`src/led_sink_pkg.sv`:
```
// Package for the serial on/off LED sink control block
package led_sink_pkg;
    localparam int unsigned NUM_CH         = 16;
    localparam int unsigned CLK_PERIOD_PS  = 4000;
    localparam int unsigned SHIFT_HOLD_NS  = 100;
    localparam int unsigned SHIFT_HOLD_CYC = (SHIFT_HOLD_NS * 1000 + CLK_PERIOD_PS - 1) / CLK_PERIOD_PS;
    localparam logic [NUM_CH-1:0] RESET_WORD = 16'h0000;
    localparam logic [NUM_CH-1:0] TEST_SEED  = 16'ha5c3;
    localparam logic [NUM_CH-1:0] TEST_TAPS  = 16'hb400;

    typedef struct packed {
        logic serial_in;
        logic shift_clk;
        logic latch_strobe;
        logic blank;
    } pins_in_t;

    typedef struct packed {
        logic [NUM_CH-1:0] sink_outputs;
        logic              serial_out;
    } pins_out_t;

    typedef enum logic [1:0] {
        BUF_EMPTY = 2'b01,
        BUF_HELD  = 2'b10
    } buf_state_t;
endpackage
```
`src/led_sink_onoff_shift_latch.sv`:
```
// Serial on/off shift register, latch and blanking for a 16-sink LED driver
// Function
// - Each rising shift clock edge loads serial input into register LSB; one coinciding with a latch strobe rising edge is ignored.
// - Each rising shift clock edge moves all register bits one place toward MSB; one coinciding with a latch strobe rising edge is ignored.
// - Latch strobe rising edge copies the whole shift register into the latch.
// - Same latch strobe edge fills shift register with unpredictable test data.
// - Blanking high forces all sixteen sink outputs off.
// - Blanking low lets each latch bit drive its sink output.
// - With blanking low, a one turns the output on, a zero keeps it off.
// - Shift register MSB as of the last shift edge appears on the serial output for chaining.
// - Serial output changes only on a rising shift clock edge.
`timescale 1ns/1ps
`default_nettype none
module led_sink_onoff_shift_latch
    import led_sink_pkg::*;
(
    input  wire logic                    clk_i,        // System clock, 250 MHz
    input  wire logic                    sys_rst_i,    // Synchronous reset, active high
    input  wire led_sink_pkg::pins_in_t  pins_i,       // Serial, shift clock, strobe, blank
    input  wire logic                    out_ready_i,  // Sink stage accepts a word
    output logic                         out_valid_o,  // Buffered word available
    output var led_sink_pkg::pins_out_t  pins_o,       // Sink outputs and serial out
    output logic                         early_shift_o // Shift edge came too soon after strobe
);
    import led_sink_pkg::*;

    typedef struct packed {
        logic              sclk_q;
        logic              lat_q;
        logic [NUM_CH-1:0] shreg_q;
        logic [NUM_CH-1:0] latch_q;
        logic [NUM_CH-1:0] lfsr_q;
        logic [7:0]        hold_q;
        logic              early_q;
        logic [NUM_CH-1:0] buf0_q;
        logic [NUM_CH-1:0] buf1_q;
        logic              cnt_q;
        buf_state_t        bst_q;
        logic              in_valid_q;
        logic              blank_q;
        logic [NUM_CH-1:0] drive_q;
        logic              serial_out_q;
    } state_t;

    state_t s_q, s_d;
    logic   sclk_rise, lat_rise, pop;
    logic [NUM_CH-1:0] shifted;

    always_comb begin
        s_d       = s_q;
        sclk_rise = pins_i.shift_clk & ~s_q.sclk_q;
        lat_rise  = pins_i.latch_strobe & ~s_q.lat_q;
        shifted   = {s_q.shreg_q[NUM_CH-2:0], pins_i.serial_in};
        s_d.sclk_q = pins_i.shift_clk;
        s_d.lat_q  = pins_i.latch_strobe;
        // Free-running pattern stands in for the reserved test data
        s_d.lfsr_q = {s_q.lfsr_q[NUM_CH-2:0], ^(s_q.lfsr_q & TEST_TAPS)};
        if (lat_rise) begin
            s_d.latch_q = s_q.shreg_q;
            s_d.shreg_q = s_q.lfsr_q;
        end else if (sclk_rise) begin
            s_d.shreg_q = shifted;
            s_d.serial_out_q  = shifted[NUM_CH-1];
        end
        // Flag a shift edge inside the hold window, only as a status
        if (lat_rise) begin
            s_d.hold_q = 8'(SHIFT_HOLD_CYC);
        end else if (s_q.hold_q != 8'h00) begin
            s_d.hold_q = s_q.hold_q - 8'h01;
        end
        s_d.early_q = sclk_rise && !lat_rise && (s_q.hold_q != 8'h00);
        // Two-entry buffer between the latch and the sink stage
        s_d.in_valid_q = lat_rise;
        pop  = (s_q.bst_q == BUF_HELD) && out_ready_i;
        case (s_q.bst_q)
            BUF_EMPTY: begin
                if (s_q.in_valid_q) begin
                    s_d.buf0_q = s_q.latch_q;
                    s_d.bst_q  = BUF_HELD;
                end
            end
            BUF_HELD: begin
                if (pop && s_q.cnt_q) begin
                    s_d.buf0_q = s_q.in_valid_q ? s_q.latch_q : s_q.buf1_q;
                    s_d.buf1_q = s_q.latch_q;
                    s_d.cnt_q  = s_q.in_valid_q;
                end else if (pop) begin
                    if (s_q.in_valid_q) begin
                        s_d.buf0_q = s_q.latch_q;
                    end else begin
                        s_d.bst_q = BUF_EMPTY;
                    end
                end else if (s_q.in_valid_q) begin
                    // Newest word replaces a stale second slot; no word beyond two is needed
                    s_d.buf1_q = s_q.latch_q;
                    s_d.cnt_q  = 1'b1;
                end
            end
            default: s_d.bst_q = BUF_EMPTY;
        endcase
        if (pop && s_q.cnt_q && s_q.in_valid_q) begin
            s_d.buf0_q = s_q.buf1_q;
        end
        s_d.blank_q = pins_i.blank;
        // Output stage follows the live latch so no strobe is ever lost
        s_d.drive_q = pins_i.blank ? RESET_WORD : s_d.latch_q;
        if (sys_rst_i) begin
            s_d = '0;
            s_d.bst_q  = BUF_EMPTY;
            s_d.lfsr_q = TEST_SEED;
            s_d.blank_q = 1'b1;
        end
    end

    always_ff @(posedge clk_i) begin
        s_q <= s_d;
    end

    // One-hot code: the held bit is the flop itself
    assign out_valid_o         = s_q.bst_q[1];
    assign pins_o.sink_outputs = s_q.drive_q;
    assign pins_o.serial_out   = s_q.serial_out_q;
    assign early_shift_o       = s_q.early_q;
endmodule
`default_nettype wire

```
`config.mk`:
```
export PLATFORM = sky130hd
export DESIGN_NAME = led_sink_onoff_shift_latch
export DESIGN_NICKNAME = d
export VERILOG_FILES = /design/src/led_sink_pkg.sv /design/src/led_sink_onoff_shift_latch.sv
export SDC_FILE = /design/constraint.sdc
export NUM_CORES = 1
export LEC_CHECK = 0
export ABC_AREA = 1
export BUFFER_PORTS_ARGS = -buffer_cell sky130_fd_sc_hd__buf_2
export CORE_MARGIN = 3
export CORE_UTILIZATION = 58
export CTS_CLUSTER_DIAMETER = 60
export DETAILED_ROUTE_END_ITERATION = 8
export PLACE_DENSITY = 0.78
export SETUP_SLACK_MARGIN = 0.2
export SKIP_CTS_REPAIR_TIMING = 1
export SLEW_MARGIN = 25
export SYNTH_ARGS = -nofsm -noshare
export SYNTH_HDL_FRONTEND = slang
export SYNTH_SLANG_ARGS = --single-unit
```
`constraint.sdc`:
```
create_clock -name clk_i -period 1.7 [get_ports clk_i]
set_clock_uncertainty 0.2 [all_clocks]
set_input_delay 0 -clock clk_i [delete_from_list [all_inputs] [get_ports clk_i]]
set_output_delay 0 -clock clk_i [all_outputs]
set_load 0.01 [all_outputs]
```
==> results.sh, run 1 <==
export IMPL_path_class="flop to flop"
export IMPL_io_pins=26
export IMPL_p_leak_nw=1.55
export IMPL_avgSynthCellArea_um2=7.77
export IMPL_ys_ff_latch=80
export IMPL_setup_violations=0
export IMPL_drtIter0Drc=227
export IMPL_ys_warnings_count=0
export IMPL_drt_total_wl_um=5390
export IMPL_dp_cells=451
export IMPL_detailedPlace_worstSlack_ns=0.0968
export IMPL_row_count=25
export IMPL_dr_pass1_iters=4
export IMPL_die_w_um=77.9
export IMPL_initial_core_util_pct=61.8
export IMPL_drc_errors=0
export IMPL_cp_depth=7
export IMPL_clock_latency_ns=0.34
export IMPL_seq_area_mm2=0.00160
export IMPL_max_stage_delay_ns=0.33
export IMPL_yosysTopAreaCell="dfxtp_1"
export IMPL_crit_arrival_ns=1.44
export IMPL_maxCapViolCount=0
export IMPL_ant_nets=0
export IMPL_synth_distinct_cells=24
export IMPL_start_kind="flop"
export IMPL_status="complete, no violations"
export IMPL_route_vias_total=2295
export IMPL_crit_chain="inv_2, ha_4, nand2_2, nor2_4, nand2_2, nand2_2, a21oi_1"
export IMPL_root_buffer="clkbuf_8"
export IMPL_post_dp_cell_area_mm2=0.00303
export IMPL_power_density_mw_per_mm2=1180
export IMPL_crit_buf_inv=1
export IMPL_hold_depth=3
export IMPL_slew_viol_final=0
export IMPL_synth_ff_type="dfxtp_1"
export IMPL_syn_nets=394
export IMPL_synthesis_area_mm2=0.00300
export IMPL_cts_path_max_buffers=2
export IMPL_synthTopCellsByCount="nand2_1, dfxtp_1, nor2_1"
export IMPL_synth_edff_count=0
export IMPL_layout_nets=414
export IMPL_reg2regPathDepth=7
export IMPL_port_buffers=25
export IMPL_drive_above_1_share_pct=20.2
export IMPL_min_period_ns=1.41
export IMPL_synthArstFlopShare_pct=0
export IMPL_crit_slowest_cell="dfxtp_1"
export IMPL_antenna_found_initial=0
export IMPL_tns_ns=0
export IMPL_grt_max_degree=35
export IMPL_htree_levels=3
export IMPL_fill_cells=369
export IMPL_worst_pin_slew_ns=0.559
export IMPL_die_h_um=77.9
export IMPL_reg2reg_slack_ns=0.29
export IMPL_slew_headroom_pct=62.7
export IMPL_syn_to_final_growth_pct=12.0
export IMPL_cpMostUsedCell="nand2_2"
export IMPL_avgViaCountPerCell=4.80
export IMPL_setup_ws_ns=0.285
export IMPL_vdd_drop_max_v=0.000570
export IMPL_coreArea_mm2=0.00485
export IMPL_crit_family="simple AND/OR/NAND/NOR gates"
export IMPL_ys_seq_area_share_pct=53.4
export IMPL_grt_ovfl_total=0
export IMPL_critPathRequiredTime_ns=1.73
export IMPL_dpl_hpwl_um=3460
export IMPL_grt_pass1_wl_um=8550
export IMPL_grt_pass1_vias=1963
export IMPL_path_clk_slew_ns=0.08
export IMPL_numCtsBuffers=9
export IMPL_cts_sinks=80
export IMPL_yosysMostFrequentCell="nand2_1"
export IMPL_hold_path_class="input pin to flop"
export IMPL_fmax_mhz=707
export IMPL_die_area_mm2=0.00607
export IMPL_cp_max_fo=5
export IMPL_multi_input_area_mm2=0.00104
export IMPL_layout_cells_non_filler=478
export IMPL_gp_routability_congestion=0.776
export IMPL_endpoint_kind="flop"
export IMPL_finalInstanceArea_mm2=0.00336
export IMPL_yosysTopAreaCellShare_pct=53.4
export IMPL_finalCritPeriodShare_pct=83.2
export IMPL_tritoncts="built"
export IMPL_antennaDiodeCount=0
export IMPL_synthTopCellsByArea="dfxtp_1, nand2_1, nor2_1"
export IMPL_postSynthCellCount=386
export IMPL_hold_violations=0
export IMPL_grt_usage_pct=17.6
export IMPL_wl_per_cell_um=11.3
export IMPL_rsz0062_at_grt="false"
==> flip-flops by register name (all words and copies together) (netlist names) <==
name / cells
pins_o: 17
s_q: 61
out_valid_o: 1
early_shift_o: 1
==> cell families after synthesis <==
| group | after synthesis | synth area share, % |
|---|---|---|
| AOI/OAI and AO/OA | 31 | 5.93 |
| xor gates and xnor gates | 3 | 0.877 |
| adders and majority gates | 1 | 0.417 |
| buffers and inverters | 76 | 12.9 |
| DFF | 80 | 53.4 |
| muxes | 1 | 0.334 |
| and+or+nand+nor | 194 | 26.2 |
==> report_power, final <==
part	switching (mW)	internal, mW	total [mW]
sequential	0.0785	1.99	2.07
combinational	0.329	0.208	0.538
clock	0.642	0.716	1.36
total	1.05	2.91	3.96
==> stage by stage <==
step	power [mW]	utilization, %	hold slack [ns]
detailed placement	2.57	62.4	0.0137
global route	4.15	69.2	0.183
CTS	3.91	66.5	-0.345
finish	3.96	69.2	0.113
global placement	2.56	62.4	0.00621
floorplan	2.47	-	-0.0930
==> tightest hold or removal path: cells and delay by family <==
kind,cells,cell delay (ns)
AND/OR/NAND/NOR,2,0.53
buffers and inverters,1,0.07
==> area by class of cell <==
type | instances | share of cell area, %
multi-input cells | 230 | 31.1
inverters | 44 | 5.07
clock inverters | 5 | 1.68
well taps | 67 | 2.50
clock buffers | 11 | 4.21
repair buffers | 41 | 7.75
flip-flops and latches | 80 | 47.7
==> layout by cell type (no fill, tap or decap) <==
cell,count
a21oi_1,8
a31oi_1,16
buf_2,25
buf_4,10
bufinv_16,1
clkbuf_1,1
clkbuf_8,10
clkinv_2,2
clkinv_4,2
clkinvlp_4,1
dfxtp_1,80
dlygate4sd3_1,6
ha_4,1
inv_1,28
inv_2,15
mux2i_1,1
nand2_1,113
nand2_2,4
nand2_4,1
nand3_1,11
nor2_1,53
nor2_4,3
o211ai_1,1
o21ai_0,5
o21ai_1,1
or2_1,1
or2_2,8
xnor2_1,1
xor2_1,2
==> routing by layer <==
layer	track usage (%)	vias to the layer above	share of wire, %
met5	0	-	0
met4	9.97	0	1.4
met3	3.13	7	4.7
met2	25.9	55	47
met1	24.4	1037	47
li1	-	1196	-
==> worst paths after layout <==
kind	start	to
setup / recovery	s_q[55]	s_q[62]
hold / removal	pins_i[0]	pins_o[3]
setup reg to reg	s_q[55]	s_q[62]
hold reg to reg	s_q[64]	s_q[65]
No activity file was read; power rests on OpenSTA's default activity.
==> run 2: changes to the inputs <==
Settings changed: CORE_UTILIZATION 58 to 52, PLACE_DENSITY 0.78 to 0.74.
Clock period 1.7 ns to 1.3 ns, I/O delays scaled along.
==> results.sh, run 2 (synthesis results as in run 1) <==
export IMPL_setup_ws_ns=-0.0263
export IMPL_die_h_um=81.9
export IMPL_grt_pass1_vias=2045
export IMPL_slew_viol_final=0
export IMPL_finalCoreUtilization_pct=66.6
export IMPL_layout_nets=421
export IMPL_grt_max_degree=52
export IMPL_crit_arrival_ns=1.36
export IMPL_setup_violations=6
export IMPL_avgViaCountPerCell=4.78
export IMPL_maxCapViolCount=0
export IMPL_finalInstanceArea_mm2=0.00369
export IMPL_seq_area_mm2=0.00162
export IMPL_grt_pass1_wl_um=8890
export IMPL_min_period_ns=1.33
export IMPL_cp_max_fo=5
export IMPL_endpoint_kind="flop"
export IMPL_final_cell_mix="nand2_1, dfxtp_1, nor2_1"
export IMPL_finalCritPeriodShare_pct=102
export IMPL_hold_violations=32
export IMPL_die_area_mm2=0.00671
export IMPL_io_pins=26
export IMPL_row_count=27
export IMPL_critPathRequiredTime_ns=1.33
export IMPL_numCtsBuffers=9
export IMPL_status="finished with violations"
export IMPL_ant_nets=0
export IMPL_rsz0062_at_grt="true"
export IMPL_post_dp_cell_area_mm2=0.00315
export IMPL_syn_to_final_growth_pct=23.0
export IMPL_cts_path_max_buffers=2
export IMPL_antennaDiodeCount=0
export IMPL_cts_sinks=80
export IMPL_multi_input_area_mm2=0.00127
export IMPL_die_w_um=81.9
export IMPL_wl_per_cell_um=11.8
export IMPL_initial_core_util_pct=54.1
export IMPL_fill_cells=448
export IMPL_drive_above_1_share_pct=37.3
export IMPL_path_class="flop to flop"
export IMPL_failed_checks="negative hold slack, negative setup slack"
export IMPL_path_clk_slew_ns=0.08
export IMPL_slew_headroom_pct=54.4
export IMPL_power_density_mw_per_mm2=1420
export IMPL_root_buffer="clkbuf_8"
export IMPL_gp_routability_congestion=0.727
export IMPL_clock_latency_ns=0.34
export IMPL_start_kind="flop"
export IMPL_grt_usage_pct=17.4
export IMPL_antenna_found_initial=0
export IMPL_hold_path_class="input pin to flop"
export IMPL_grt_ovfl_total=0
export IMPL_top_register="s_q"
export IMPL_drc_errors=0
export IMPL_final_common_cell="nand2_1"
export IMPL_fmax_mhz=754
export IMPL_coreArea_mm2=0.00554
export IMPL_dpl_hpwl_um=3520
export IMPL_drt_total_wl_um=5790
export IMPL_port_buffers=25
export IMPL_tritoncts="built"
export IMPL_hold_ws_ns=-0.272
export IMPL_p_leak_nw=1.64
export IMPL_drtIter0Drc=150
export IMPL_worst_pin_slew_ns=0.684
export IMPL_vdd_drop_max_v=0.000666
export IMPL_route_vias_total=2340
export IMPL_largest_reg_flops=61
export IMPL_htree_levels=3
export IMPL_dr_pass1_iters=4
-- run 2: changes by cell type in the layout (fill, tap and decap cells not counted), moves of 6 or more --
cell / before / now
buf_6: 0 / 6
dfxtp_1: 80 / 73
inv_1: 28 / 21
inv_2: 15 / 21
nand2_1: 113 / 81
nand2_2: 4 / 29
nor2_1: 53 / 40
nor2_2: 0 / 12
-- run 2: worst paths after layout --
check | cells past startpoint | start | end | slack [ns]
worst max-delay path | 7 | s_q[56] | s_q[59] | -0.03
worst min-delay path | 2 | sys_rst_i | s_q[58] | -0.27
worst max register to register | 7 | s_q[56] | s_q[59] | -0.03
worst min register to register | 2 | s_q[66] | s_q[67] | 0.22
-- run 2: report_power, final --
part           switching (mW)  leakage (nW)  internal (mW)
sequential              0.123         0.658           2.60
combinational           0.528         0.896          0.374
clock                   0.910        0.0866          0.712
-- run 2: stage by stage --
step                hold slack (ns)  TNS (ns)  std cells  setup WS [ns]  total power [mW]
finish                       -0.272   -0.0776        490        -0.0263              5.25
detailed placement           0.0373    -0.407        464        -0.0465              3.47
global route                 -0.286    -0.980        490        -0.0840              5.54
CTS                          -0.339    -0.933        480        -0.0698              5.10
floorplan                   -0.0930         0        386         0.0458              3.31
global placement             0.0356         0        464       0.000887              3.46
-- run 2: worst max-delay path, stage by stage (launching register included) --
cell	delay [ns]
dfxtp_2	0.34
inv_2	0.07
ha_4	0.16
nand2_4	0.07
nor2_4	0.14
nand2_4	0.10
nand3_1	0.09
a21oi_1	0.06
-- run 2: layer usage --
metal / vias up / GRT usage [%] / part of all wire, % / routed length (um)
li1: 1216 / - / - / -
met1: 1077 / 22.9 / 45 / 2610
met2: 45 / 27.0 / 51 / 2940
met3: 2 / 4.93 / 4.0 / 229
met4: 0 / 6.98 / 0.17 / 10
met5: - / 0 / 0 / 0
-- run 2: area by class of cell --
cell class                 instances  area share [%]
clock buffer                       9            3.36
inverter                          44            4.82
timing repair inverter             1           0.238
timing repair buffer              46            9.50
multi-input combinational        231            34.3
tap                               72            2.44
sequential                        80            43.8
clock inverter                     7            1.49
==> run 3: changes to the inputs <==
Settings changed: PLACE_DENSITY 0.74 to default, PLACE_DENSITY_LB_ADDON from default to 0.25.
Clock period 1.3 ns to 1.1 ns, I/O delays scaled along.
==> results.sh, run 3 (synthesis results as in run 1) <==
export IMPL_drtIter0Drc=167
export IMPL_drive_above_1_share_pct=46.4
export IMPL_fmax_mhz=763
export IMPL_start_kind="flop"
export IMPL_reg2reg_slack_ns=-0.21
export IMPL_fill_cells=412
export IMPL_slew_viol_final=0
export IMPL_rsz0062_at_grt="true"
export IMPL_hold_ws_ns=-0.245
export IMPL_final_common_cell="nand2_1"
export IMPL_finalCritPeriodShare_pct=119
export IMPL_die_w_um=81.9
export IMPL_dp_cells=470
export IMPL_vdd_drop_max_v=0.00111
export IMPL_failed_checks="negative hold slack, negative setup slack"
export IMPL_die_h_um=81.9
export IMPL_layout_nets=430
export IMPL_worst_pin_slew_ns=0.635
export IMPL_power_density_mw_per_mm2=1630
export IMPL_gp_routability_congestion=0.787
export IMPL_final_cell_mix="nand2_1, dfxtp_1, nor2_1"
export IMPL_setup_ws_ns=-0.210
export IMPL_grt_pass1_wl_um=9410
export IMPL_dpl_hpwl_um=3900
export IMPL_htree_levels=3
export IMPL_top_register="s_q"
export IMPL_fin_total_pwr_mw=6.45
export IMPL_grt_usage_pct=18.7
export IMPL_cts_path_max_buffers=2
export IMPL_antenna_found_initial=0
export IMPL_maxCapViolCount=0
export IMPL_finalInstanceArea_mm2=0.00395
export IMPL_largest_reg_flops=61
export IMPL_drt_total_wl_um=6320
export IMPL_crit_path_end="s_q[103]"
export IMPL_grt_max_degree=35
export IMPL_min_period_ns=1.31
export IMPL_ant_nets=0
export IMPL_coreArea_mm2=0.00554
export IMPL_tritoncts="built"
export IMPL_r2r_end="s_q[103]"
export IMPL_grt_ovfl_total=0
export IMPL_cp_max_fo=18
export IMPL_antennaDiodeCount=0
export IMPL_hold_path_class="input pin to flop"
export IMPL_worstReg2RegStart="s_q[111]"
export IMPL_post_dp_cell_area_mm2=0.00321
export IMPL_endpoint_kind="flop"
export IMPL_finalCoreUtilization_pct=71.3
export IMPL_port_buffers=25
export IMPL_initial_core_util_pct=54.1
export IMPL_p_leak_nw=1.79
export IMPL_wl_per_cell_um=12.7
export IMPL_crit_arrival_ns=1.39
export IMPL_reg2regPathDepth=4
export IMPL_status="finished with violations"
export IMPL_path_clk_slew_ns=0.08
export IMPL_cts_sinks=80
export IMPL_slew_headroom_pct=57.7
export IMPL_hold_violations=29
export IMPL_layout_cells_non_filler=499
export IMPL_path_class="flop to flop"
export IMPL_root_buffer="clkbuf_8"
export IMPL_io_pins=26
export IMPL_crit_start="s_q[111]"
export IMPL_critPathRequiredTime_ns=1.18
export IMPL_die_area_mm2=0.00671
export IMPL_numCtsBuffers=9
export IMPL_clock_latency_ns=0.35
export IMPL_grt_pass1_vias=2127
export IMPL_route_vias_total=2373
export IMPL_dr_pass1_iters=4
export IMPL_avgViaCountPerCell=4.76
export IMPL_row_count=27
export IMPL_setup_violations=58
export IMPL_syn_to_final_growth_pct=31.8
export IMPL_drc_errors=0
run 3: worst min-delay path by stage:
| stage | startpoint | to | slack, ns | cells past startpoint |
|---|---|---|---|---|
| after CTS | pins_i[2] | s_q[112] | -0.34 | 3 |
| final | out_ready_i | s_q[21] | -0.25 | 4 |
| after global routing | sys_rst_i | s_q[112] | -0.22 | 2 |
| after detailed placement | pins_i[2] | s_q[112] | 0.03 | 3 |
| after floorplan | pins_i[2] | s_q[112] | -0.09 | 2 |
| after global placement | pins_i[2] | s_q[112] | 0.03 | 3 |
run 3: area by class of cell:
cell class | instances | area [um2] | share of cell area [%]
clock buffer | 10 | 128 | 3.23
clock inverter | 6 | 60.1 | 1.52
inverter | 44 | 178 | 4.50
multi-input combinational | 231 | 1360 | 34.4
sequential | 80 | 1640 | 41.4
tap | 72 | 90.1 | 2.28
timing repair buffer | 55 | 498 | 12.6
timing repair inverter | 1 | 5.00 | 0.127
run 3: report_power, final:
part	total [mW]	leakage [nW]	switching (mW)	internal (mW)
Combinational	1.16	1.04	0.643	0.519
Clock	2.06	0.0920	1.02	1.04
Sequential	3.23	0.662	0.149	3.08
Total	6.45	1.79	1.81	4.64
run 3: worst max-delay path: stages (launching register included):
cell     delay, ns
dfxtp_4       0.37
nor2_4        0.22
buf_8         0.20
nand2_1       0.08
a31oi_1       0.18
run 3: through the flow:
stage	setup slack, ns	TNS [ns]
after floorplan	-0.154	-1.64
after global placement	-0.202	-5.98
after detailed placement	-0.232	-6.66
after CTS	-0.242	-7.64
after global routing	-0.279	-13.26
final	-0.210	-9.72
run 3: per-layer routing:
layer | up-vias | global-route usage [%] | share of wire (%)
li1 | 1233 | - | -
met1 | 1099 | 23.4 | 45
met2 | 31 | 29.5 | 50
met3 | 10 | 3.95 | 3.1
met4 | 0 | 11.3 | 1.7
met5 | - | 0 | 0
